**src/sci_pkg.sv**
```systemverilog
// package of constants and types for the serial command-state interpreter
package sci_pkg;

	// ------------------------------------------------------------
	// timing
	// ------------------------------------------------------------
	localparam int CLK_HZ = 125_000_000;
	localparam int TICK_US = 1000;
	localparam int TICK_CYCLES = CLK_HZ / 1_000_000 * TICK_US;
	localparam int GUARD_TIME_MS = 1000;
	localparam int CMD_TIMEOUT_S = 10;
	localparam int TMO_UNIT_MS = 100;

	// ------------------------------------------------------------
	// settings: index and reset value
	// ------------------------------------------------------------
	localparam logic [1:0] IDX_BAUD = 2'h0;
	localparam logic [1:0] IDX_GUARD = 2'h1;
	localparam logic [1:0] IDX_ESC = 2'h2;
	localparam logic [1:0] IDX_TMO = 2'h3;
	localparam logic [15:0] BAUD_RST = 16'h0003;
	localparam logic [15:0] BAUD_MAX = 16'h0007;
	localparam logic [15:0] GUARD_RST = 16'(GUARD_TIME_MS);
	localparam logic [15:0] ESC_RST = 16'h002b;
	localparam logic [15:0] TMO_RST = 16'(CMD_TIMEOUT_S * 1000 / TMO_UNIT_MS);
	typedef logic [3:0][15:0] sci_cfg_t;
	localparam sci_cfg_t CFG_RST = {TMO_RST, ESC_RST, GUARD_RST, BAUD_RST};

	// ------------------------------------------------------------
	// characters, commands and replies
	// ------------------------------------------------------------
	localparam logic [7:0] CH_A = 8'h41;
	localparam logic [7:0] CH_T = 8'h54;
	localparam logic [7:0] CH_CR = 8'h0d;
	localparam logic [15:0] CMD_BAUD = 16'h4244;
	localparam logic [15:0] CMD_GUARD = 16'h4754;
	localparam logic [15:0] CMD_ESC = 16'h4343;
	localparam logic [15:0] CMD_TMO = 16'h4354;
	localparam logic [15:0] CMD_APPLY = 16'h4143;
	localparam logic [15:0] CMD_LEAVE = 16'h434e;
	localparam logic [15:0] CMD_SAVE = 16'h5752;
	localparam logic [23:0] MSG_OK = 24'h4f4b0d;
	localparam logic [47:0] MSG_ERR = 48'h4552524f520d;
	typedef enum logic [1:0] {
		RPL_NONE = 2'h0,
		RPL_OK = 2'h1,
		RPL_ERR = 2'h2,
		RPL_VAL = 2'h3
	} sci_rpl_t;

	// ------------------------------------------------------------
	// register map (byte offsets) and fields
	// ------------------------------------------------------------
	localparam logic [7:0] REG_STATUS = 8'h00;
	localparam logic [7:0] REG_CTRL = 8'h04;
	localparam logic [7:0] REG_BAUD = 8'h08;
	localparam logic [7:0] REG_GUARD = 8'h0c;
	localparam logic [7:0] REG_ESC = 8'h10;
	localparam logic [7:0] REG_TMO = 8'h14;
	localparam int STS_IN_CMD_BIT = 0;
	localparam int STS_PEND_BIT = 1;
	localparam int STS_SAVE_BIT = 2;
	localparam int CTRL_ESC_EN_BIT = 0;
	localparam logic CTRL_ESC_EN_RST = 1'b1;

	// ------------------------------------------------------------
	// carriers and state
	// ------------------------------------------------------------
	typedef struct packed {
		logic cyc;
		logic stb;
		logic we;
		logic [7:0] adr;
		logic [3:0] sel;
		logic [31:0] dat;
	} sci_wb_req_t;
	typedef struct packed {
		logic ack;
		logic [31:0] dat;
	} sci_wb_rsp_t;
	typedef struct packed {
		logic vld;
		logic [7:0] dat;
	} sci_char_t;
	typedef enum logic [4:0] {
		S_LOAD = 5'h01,
		S_DATA = 5'h02,
		S_ESC = 5'h04,
		S_GUARD = 5'h08,
		S_CMD = 5'h10
	} sci_state_t;
	typedef struct packed {
		sci_state_t state;
		logic [16:0] tick;
		logic [15:0] silence;
		logic [23:0] cmd_ms;
		logic [1:0] plus;
		logic [1:0] emit;
		logic hold_vld;
		logic [7:0] hold;
		logic [3:0] pos;
		logic perr;
		logic [15:0] code;
		logic [15:0] param;
		sci_rpl_t rpl;
		logic [2:0] ridx;
		logic [15:0] rval;
		sci_cfg_t act;
		sci_cfg_t pend;
		logic [2:0] ld;
		logic [2:0] sv;
		logic esc_en;
		sci_char_t pay;
		sci_char_t tx;
		logic flush;
		sci_wb_rsp_t wb;
	} sci_st_t;
	localparam sci_st_t ST_RST = '{state: S_LOAD, rpl: RPL_NONE,
		act: CFG_RST, pend: CFG_RST, esc_en: CTRL_ESC_EN_RST, default: '0};

endpackage

```
**src/sci_cmd.sv**
```systemverilog
// serial command-state interpreter with wishbone status registers
module sci_cmd #(
	parameter int TICK_CYCLES_P = sci_pkg::TICK_CYCLES
) (
	input wire logic clk,
	input wire logic rst_n,
	input wire logic ce,
	input wire sci_pkg::sci_wb_req_t wb_req,
	output sci_pkg::sci_wb_rsp_t wb_rsp,
	input wire sci_pkg::sci_char_t rx_i,
	input wire logic tx_ready,
	input wire logic pay_busy,
	output sci_pkg::sci_char_t pay_o,
	output logic flush_o,
	output sci_pkg::sci_char_t tx_o,
	output sci_pkg::sci_cfg_t cfg_o,
	output logic in_cmd
);
	import sci_pkg::*;

	localparam logic [16:0] TICK_LAST = 17'(TICK_CYCLES_P - 1);

	sci_st_t st_ff;
	sci_st_t nxt_st;
	logic do_apply;
	logic [15:0] nv_rdata;

	// ------------------------------------------------------------
	// helpers
	// ------------------------------------------------------------
	function automatic logic [7:0] nib2hex(input logic [3:0] n);
		return (n < 4'ha) ? 8'h30 + {4'h0, n} : 8'h37 + {4'h0, n};
	endfunction

	function automatic logic [4:0] hex2nib(input logic [7:0] c);
		if (c >= 8'h30 && c <= 8'h39) return {1'b1, 4'(c - 8'h30)};
		if (c >= 8'h41 && c <= 8'h46) return {1'b1, 4'(c - 8'h37)};
		if (c >= 8'h61 && c <= 8'h66) return {1'b1, 4'(c - 8'h57)};
		return 5'h00;
	endfunction

	// {last, char} of reply character idx
	function automatic logic [8:0] rpl_char(input sci_rpl_t k,
			input logic [2:0] idx, input logic [15:0] v);
		unique case (k)
		RPL_OK: return {idx == 3'h2, MSG_OK[8 * (2 - int'(idx)) +: 8]};
		RPL_ERR: return {idx == 3'h5, MSG_ERR[8 * (5 - int'(idx)) +: 8]};
		RPL_VAL: begin
			if (idx == 3'h4) return {1'b1, CH_CR};
			return {1'b0, nib2hex(v[4 * (3 - int'(idx)) +: 4])};
		end
		default: return 9'h000;
		endcase
	endfunction

	// {known, index} of a setting command
	function automatic logic [2:0] set_idx(input logic [15:0] code);
		unique case (code)
		CMD_BAUD: return {1'b1, IDX_BAUD};
		CMD_GUARD: return {1'b1, IDX_GUARD};
		CMD_ESC: return {1'b1, IDX_ESC};
		CMD_TMO: return {1'b1, IDX_TMO};
		default: return 3'h0;
		endcase
	endfunction

	// ------------------------------------------------------------
	// settings store
	// ------------------------------------------------------------
	sci_nvm u_nvm (
		.clk(clk),
		.ce(ce),
		.we(st_ff.sv != 3'h0),
		.waddr(2'(st_ff.sv - 3'h1)),
		.wdata(st_ff.pend[2'(st_ff.sv - 3'h1)]),
		.raddr(st_ff.ld[1:0]),
		.rdata(nv_rdata)
	);

	// ------------------------------------------------------------
	// next state
	// ------------------------------------------------------------
	always_comb begin
		logic tick_hit;
		logic guard_ok;
		logic esc_hit;
		logic [8:0] rc;
		logic [4:0] hn;
		logic [2:0] si;
		tick_hit = st_ff.tick == TICK_LAST;
		guard_ok = st_ff.silence >= st_ff.act[IDX_GUARD];
		esc_hit = rx_i.vld && rx_i.dat == st_ff.act[IDX_ESC][7:0];
		hn = hex2nib(rx_i.dat);
		si = set_idx(st_ff.code);
		rc = rpl_char(st_ff.rpl, st_ff.ridx, st_ff.rval);
		do_apply = 1'b0;
		nxt_st = st_ff;
		nxt_st.pay.vld = 1'b0;
		nxt_st.tx.vld = 1'b0;
		nxt_st.flush = 1'b0;
		nxt_st.tick = tick_hit ? 17'h0 : st_ff.tick + 17'h1;
		if (rx_i.vld) begin
			nxt_st.silence = 16'h0;
		end else if (tick_hit && st_ff.silence != 16'hffff) begin
			nxt_st.silence = st_ff.silence + 16'h1;
		end
		if (tick_hit && st_ff.state == S_CMD) begin
			nxt_st.cmd_ms = st_ff.cmd_ms + 24'h1;
		end

		// ack one cycle after request; a write lands as the master sees ack
		nxt_st.wb.ack = wb_req.cyc && wb_req.stb && !st_ff.wb.ack;
		nxt_st.wb.dat = 32'h0;
		if (st_ff.wb.ack && wb_req.cyc && wb_req.stb && wb_req.we
				&& wb_req.adr == REG_CTRL && wb_req.sel[0]) begin
			nxt_st.esc_en = wb_req.dat[CTRL_ESC_EN_BIT];
		end
		if (nxt_st.wb.ack && !wb_req.we) begin
			unique case (wb_req.adr)
			REG_STATUS: begin
				nxt_st.wb.dat[STS_IN_CMD_BIT] = st_ff.state == S_CMD;
				nxt_st.wb.dat[STS_PEND_BIT] = st_ff.pend != st_ff.act;
				nxt_st.wb.dat[STS_SAVE_BIT] = st_ff.sv != 3'h0;
			end
			REG_CTRL: nxt_st.wb.dat[CTRL_ESC_EN_BIT] = st_ff.esc_en;
			REG_BAUD: nxt_st.wb.dat[15:0] = st_ff.act[IDX_BAUD];
			REG_GUARD: nxt_st.wb.dat[15:0] = st_ff.act[IDX_GUARD];
			REG_ESC: nxt_st.wb.dat[15:0] = st_ff.act[IDX_ESC];
			REG_TMO: nxt_st.wb.dat[15:0] = st_ff.act[IDX_TMO];
			default: nxt_st.wb.dat = 32'h0;
			endcase
		end

		// reply waits for earlier payload to drain
		if (st_ff.rpl != RPL_NONE && !pay_busy && tx_ready
				&& !st_ff.tx.vld) begin
			nxt_st.tx = {1'b1, rc[7:0]};
			nxt_st.ridx = rc[8] ? 3'h0 : st_ff.ridx + 3'h1;
			nxt_st.rpl = rc[8] ? RPL_NONE : st_ff.rpl;
		end
		if (st_ff.sv != 3'h0) begin
			nxt_st.sv = (st_ff.sv == 3'h4) ? 3'h0 : st_ff.sv + 3'h1;
		end

		unique case (st_ff.state)
		S_LOAD: begin
			// store read data lags its address by one cycle
			if (st_ff.ld != 3'h0) begin
				nxt_st.act[2'(st_ff.ld - 3'h1)] = nv_rdata;
				nxt_st.pend[2'(st_ff.ld - 3'h1)] = nv_rdata;
			end
			nxt_st.ld = st_ff.ld + 3'h1;
			if (st_ff.ld == 3'h4) begin
				nxt_st.ld = 3'h0;
				nxt_st.state = S_DATA;
			end
		end
		S_DATA: begin
			// only the uart stream is watched for the pattern
			if (esc_hit && st_ff.esc_en && guard_ok && st_ff.emit == 2'h0
					&& !st_ff.hold_vld) begin
				nxt_st.plus = 2'h1;
				nxt_st.state = S_ESC;
			end else if (rx_i.vld) begin
				nxt_st.pay = rx_i;
			end else if (st_ff.emit != 2'h0) begin
				nxt_st.pay = {1'b1, st_ff.act[IDX_ESC][7:0]};
				nxt_st.emit = st_ff.emit - 2'h1;
			end else if (st_ff.hold_vld) begin
				nxt_st.pay = {1'b1, st_ff.hold};
				nxt_st.hold_vld = 1'b0;
			end
		end
		S_ESC: begin
			if (esc_hit) begin
				nxt_st.plus = st_ff.plus + 2'h1;
				if (st_ff.plus == 2'h2) begin
					nxt_st.state = S_GUARD;
				end
			end else if (rx_i.vld || guard_ok) begin
				// not a pattern: the held escape chars become payload
				nxt_st.emit = st_ff.plus;
				nxt_st.hold = rx_i.dat;
				nxt_st.hold_vld = rx_i.vld;
				nxt_st.state = S_DATA;
			end
		end
		S_GUARD: begin
			if (rx_i.vld) begin
				nxt_st.emit = 2'h3;
				nxt_st.hold = rx_i.dat;
				nxt_st.hold_vld = 1'b1;
				nxt_st.state = S_DATA;
			end else if (guard_ok) begin
				nxt_st.state = S_CMD;
				nxt_st.flush = 1'b1;
				nxt_st.rpl = RPL_OK;
				nxt_st.ridx = 3'h0;
				nxt_st.cmd_ms = 24'h0;
				nxt_st.pos = 4'h0;
				nxt_st.perr = 1'b0;
				nxt_st.param = 16'h0;
			end
		end
		S_CMD: begin
			if (rx_i.vld && rx_i.dat == CH_CR) begin
				nxt_st.pos = 4'h0;
				nxt_st.perr = 1'b0;
				nxt_st.param = 16'h0;
				if (st_ff.pos != 4'h0) begin
					nxt_st.cmd_ms = 24'h0;
					nxt_st.ridx = 3'h0;
					nxt_st.rpl = RPL_ERR;
					if (!st_ff.perr && st_ff.pos >= 4'h4) begin
						unique case (st_ff.code)
						CMD_APPLY: begin
							do_apply = 1'b1;
							nxt_st.act = st_ff.pend;
							nxt_st.rpl = RPL_OK;
						end
						CMD_LEAVE: begin
							do_apply = 1'b1;
							nxt_st.act = st_ff.pend;
							nxt_st.state = S_DATA;
							nxt_st.rpl = RPL_OK;
						end
						CMD_SAVE: begin
							nxt_st.sv = 3'h1;
							nxt_st.rpl = RPL_OK;
						end
						default: begin
							if (si[2] && st_ff.pos == 4'h4) begin
								nxt_st.rpl = RPL_VAL;
								nxt_st.rval = st_ff.pend[si[1:0]];
							end else if (si[2] && !(si[1:0] == IDX_BAUD
									&& st_ff.param > BAUD_MAX)) begin
								nxt_st.pend[si[1:0]] = st_ff.param;
								nxt_st.rpl = RPL_OK;
							end
						end
						endcase
					end
				end
			end else if (rx_i.vld) begin
				if (st_ff.pos != 4'hf) begin
					nxt_st.pos = st_ff.pos + 4'h1;
				end
				unique case (st_ff.pos)
				4'h0: nxt_st.perr = st_ff.perr || rx_i.dat != CH_A;
				4'h1: nxt_st.perr = st_ff.perr || rx_i.dat != CH_T;
				4'h2, 4'h3: nxt_st.code = {st_ff.code[7:0], rx_i.dat};
				default: begin
					nxt_st.perr = st_ff.perr || !hn[4] || st_ff.pos > 4'h7;
					nxt_st.param = {st_ff.param[11:0], hn[3:0]};
				end
				endcase
			end else if (st_ff.cmd_ms
					>= 24'(st_ff.act[IDX_TMO] * TMO_UNIT_MS)) begin
				do_apply = 1'b1;
				nxt_st.act = st_ff.pend;
				nxt_st.state = S_DATA;
			end
		end
		endcase
	end

	always_ff @(posedge clk) begin
		if (!rst_n) begin
			st_ff <= ST_RST;
		end else if (ce) begin
			st_ff <= nxt_st;
		end
	end

	assign wb_rsp = st_ff.wb;
	assign pay_o = st_ff.pay;
	assign flush_o = st_ff.flush;
	assign tx_o = st_ff.tx;
	assign cfg_o = st_ff.act;
	assign in_cmd = st_ff.state[4];
endmodule // sci_cmd

```
**src/sci_nvm.sv**
```systemverilog
// settings store that keeps its contents across reset
module sci_nvm (
	input wire logic clk,
	input wire logic ce,
	input wire logic we,
	input wire logic [1:0] waddr,
	input wire logic [15:0] wdata,
	input wire logic [1:0] raddr,
	output logic [15:0] rdata
);
	import sci_pkg::*;

	logic [15:0] mem [0:3];

	// factory contents; deliberately untouched by rst_n
	initial begin
		for (int i = 0; i < 4; i++) begin
			mem[i] = CFG_RST[i];
		end
	end

	always_ff @(posedge clk) begin
		if (ce) begin
			if (we) begin
				mem[waddr] <= wdata;
			end
			rdata <= mem[raddr];
		end
	end
endmodule // sci_nvm

```
**config.mk**
```make
export PLATFORM = sky130hd
export DESIGN_NAME = sci_cmd
export DESIGN_NICKNAME = d
export VERILOG_FILES = /design/src/sci_pkg.sv /design/src/sci_cmd.sv /design/src/sci_nvm.sv
export SDC_FILE = /design/constraint.sdc
export NUM_CORES = 1
export LEC_CHECK = 0
export BUFFER_PORTS_ARGS = -buffer_cell sky130_fd_sc_hd__buf_2
export CAP_MARGIN = 25
export CORE_MARGIN = 4
export CORE_UTILIZATION = 25
export DETAILED_ROUTE_END_ITERATION = 8
export GPL_TIMING_DRIVEN = 0
export PLACE_DENSITY = 0.48
export SYNTH_ARGS = -nofsm -noshare
export SYNTH_HDL_FRONTEND = slang
export SYNTH_HIERARCHICAL = 1
export SYNTH_SLANG_ARGS = --single-unit
```
**constraint.sdc**
```tcl
create_clock -name clk -period 9.15 [get_ports clk]
set_clock_uncertainty 0.1 [all_clocks]
set_input_delay 0.4575 -clock clk [delete_from_list [all_inputs] [get_ports clk]]
set_output_delay 0.4575 -clock clk [all_outputs]
set_load 0.05 [all_outputs]
```
==> results.json <==
{
  "drv_slew": 0,
  "cts_resized": 0,
  "start_util_pct": 25.3,
  "synth_cell_types": 92,
  "final_common_cell": "dfxtp_1",
  "period_share_pct": 83.4,
  "start_kind": "flop",
  "die_area_um2": 96200,
  "antenna_found_initial": 0,
  "clock_latency_ns": 0.62,
  "critPathCaptureType": "flop",
  "drt_iter0_markers": 1916,
  "grt_usage_pct": 18.5,
  "routed_wl_um": 90800,
  "rsz0062_at_grt": "false",
  "die_w_um": 310,
  "tightest_slew_ns": 1.06,
  "syn_area_per_cell_um2": 9.15,
  "clockBufferDepth": 3,
  "max_freq_mhz": 131,
  "slew_headroom_pct": 29.0,
  "io_pins": 178,
  "synth_seq_cells": 383,
  "seq_area_frac_synth_pct": 37.1,
  "synth_area_leader_cell": "dfxtp_1",
  "netlist_area_um2": 22800,
  "worstPathCellList": "ha_1, ha_1, inv_1, fa_1, inv_1, ha_1, nand2_1, o21ai_0, o21ai_0, o21ai_0, a41oi_1, mux2i_1, nor2_1, ha_1, a21o_1, a211o_1, nor3_1, nand4_1, o2111ai_1, clkbuf_1, a221oi_1, nor3_1",
  "crit_slowest_cell": "nand4_1",
  "required_ns": 9.59,
  "dpl.hpwl_um": 71000,
  "cts_buffers": 46,
  "synth_top_area_share_pct": 26.6,
  "final_cell_mix": "dfxtp_1, nor2_1, nand2_1, buf_2",
  "synth_edf_count": 80,
  "drc": 0,
  "syn_inst": 2494,
  "hp-class": "input port to flop",
  "min_from": "wb_req[45]",
  "cts-root-buf": "clkbuf_16",
  "fp.dieH_um": 310,
  "layout-drive-gt1-share_pct": 15.3,
  "power_mw": 4.73,
  "r2r_start": "cfg_o[51]$_SDFFE_PN0P_",
  "cpMostUsedCell": "ha_1",
  "synth.area.top_cells": "dfxtp_1, edfxtp_1, ha_1",
  "grt_overflow": 0,
  "synth_top_flop_cell": "dfxtp_1",
  "cp_max_fo": 10,
  "via_per_inst": 5.12,
  "critical_path_class": "flop to flop",
  "cts_hold_buf": 1,
  "slowest_delay_ns": 0.68,
  "max_cap_violations": 0,
  "clock_sinks": 383,
  "drt-pass1-iter-count": 6,
  "vias": 19988,
  "gp_congestion": 0.978,
  "cts_setup_buffers": 0,
  "rows": 110,
  "cts_tree": "built",
  "period_needed_ns": 7.63,
  "path_clk_slew_ns": 0.06,
  "p_leak_nw": 10.3,
  "status": "finished clean",
  "hold_viol_final": 0,
  "syn2layout_area_growth_pct": 16.7,
  "fin_nets": 2879,
  "grt_pass1_vias": 19468,
  "port_buffers": 122,
  "antenna_left": 0,
  "crit_start": "cfg_o[51]$_SDFFE_PN0P_",
  "setup_viol": 0,
  "ir_worst_vdd_mv": 0.114,
  "grt_pass1_wl_um": 133000,
  "coreArea_um2": 90300,
  "drt-wirelength-per-cell_um": 23.3,
  "yosys_warnings": 6,
  "tns_ns": 0,
  "h-tree-depth": 2,
  "synth_async_sr_flop_share_pct": 0,
  "grt_max_degree": 23,
  "powerDensity_nw_per_um2": 178,
  "cp_data_arrival_time_ns": 8.07
}
## final timing paths
path,cells past startpoint,slack [ns],end
max,22,1.52,cfg_o[6]$_SDFFE_PN0P_
max reg2reg,22,1.52,cfg_o[6]$_SDFFE_PN0P_
min reg2reg,2,0.36,st_ff[249]$_SDFFE_PN0P_
min,3,0.05,wb_rsp[32]$_SDFFE_PN0P_
## worst max-delay path, delay by kind of cell, from the launching register on
| family | cells | cell delay (ns) |
|---|---|---|
| simple gates | 5 | 1.65 |
| fa+ha+maj | 5 | 1.72 |
| flops | 1 | 0.65 |
| buf+inv | 3 | 0.57 |
| mux | 1 | 0.22 |
| compound gates | 8 | 2.59 |
## cell families (layout without fill, tap and decap cells)
group	after synthesis	after routing	synth area share [%]
flops	383	383	37.1
mux	151	151	8.70
buf+inv	382	596	9.03
other cells	1	18	0.0164
xor+xnor	138	138	5.29
simple gates	806	806	16.8
fa+ha+maj	131	131	7.54
compound gates	502	502	15.6
## synthesized netlist by cell type, types with 23 or more instances
master,number
dfxtp_1,303
nor2_1,266
nand2_1,220
ha_1,120
buf_4,119
inv_1,116
mux2i_1,114
a21oi_1,109
clkbuf_1,99
xor2_1,96
edfxtp_1,80
nor3_1,73
o21ai_0,67
nand3_1,64
a211oi_1,45
a311oi_1,43
xnor2_1,42
nand4_1,32
nor4_1,31
a32oi_1,30
mux4_2,30
a31oi_1,28
a22oi_1,27
a221oi_1,23
## metal layers
metal | vias to the layer above | GRT usage [%] | share of wire (%) | wire (um)
li1 | 9356 | - | - | -
met3 | 193 | 2.36 | 6.2 | 5660
met4 | 0 | 7.93 | 4.9 | 4420
met5 | - | 0 | 0 | 0
met1 | 9687 | 24.1 | 43 | 38800
met2 | 752 | 30.7 | 46 | 41900
## metrics by stage
step / instance area [um2] / instances / setup slack [ns] / hold slack, ns / util [%]
finish: 26600 / 3901 / 1.52 / 0.0468 / 29.5
global route: 26600 / 3900 / 1.21 / 0.0485 / 29.5
CTS: 26600 / 3898 / 1.59 / 0.00926 / 29.5
detailed placement: 25000 / 3812 / 1.63 / 0.350 / 27.7
global placement: 25000 / 3808 / 1.62 / 0.345 / 27.7
floorplan: 22900 / 2510 / 3.92 / 0.327 / -
## where the power goes
group	internal (mW)	switching [mW]	leakage, nW	total, mW
logic	0.333	0.550	6.36	0.883
clock network	1.14	0.814	0.740	1.95
registers	1.78	0.122	3.19	1.90
## cell type report
type / instances / area, um2
Fill cell: 9651 / 63600
Multi-Input combinational cell: 1745 / 12400
Sequential cell: 383 / 8470
Buffer: 264 / 1620
Tap cell: 1176 / 1470
Clock buffer: 60 / 1240
Timing Repair Buffer: 129 / 686
Inverter: 118 / 443
Clock inverter: 25 / 337
Antenna cell: 1 / 2.50
## state kept, by name, summed over array words and instances (netlist names)
signal	flops
u_nvm/mem	64
u_nvm/rdata	16
wb_rsp	17
st_ff	203
in_cmd	1
cfg_o	64
flush_o	1
tx_o	8
pay_o	9
(Power assumes the default switching activity.)
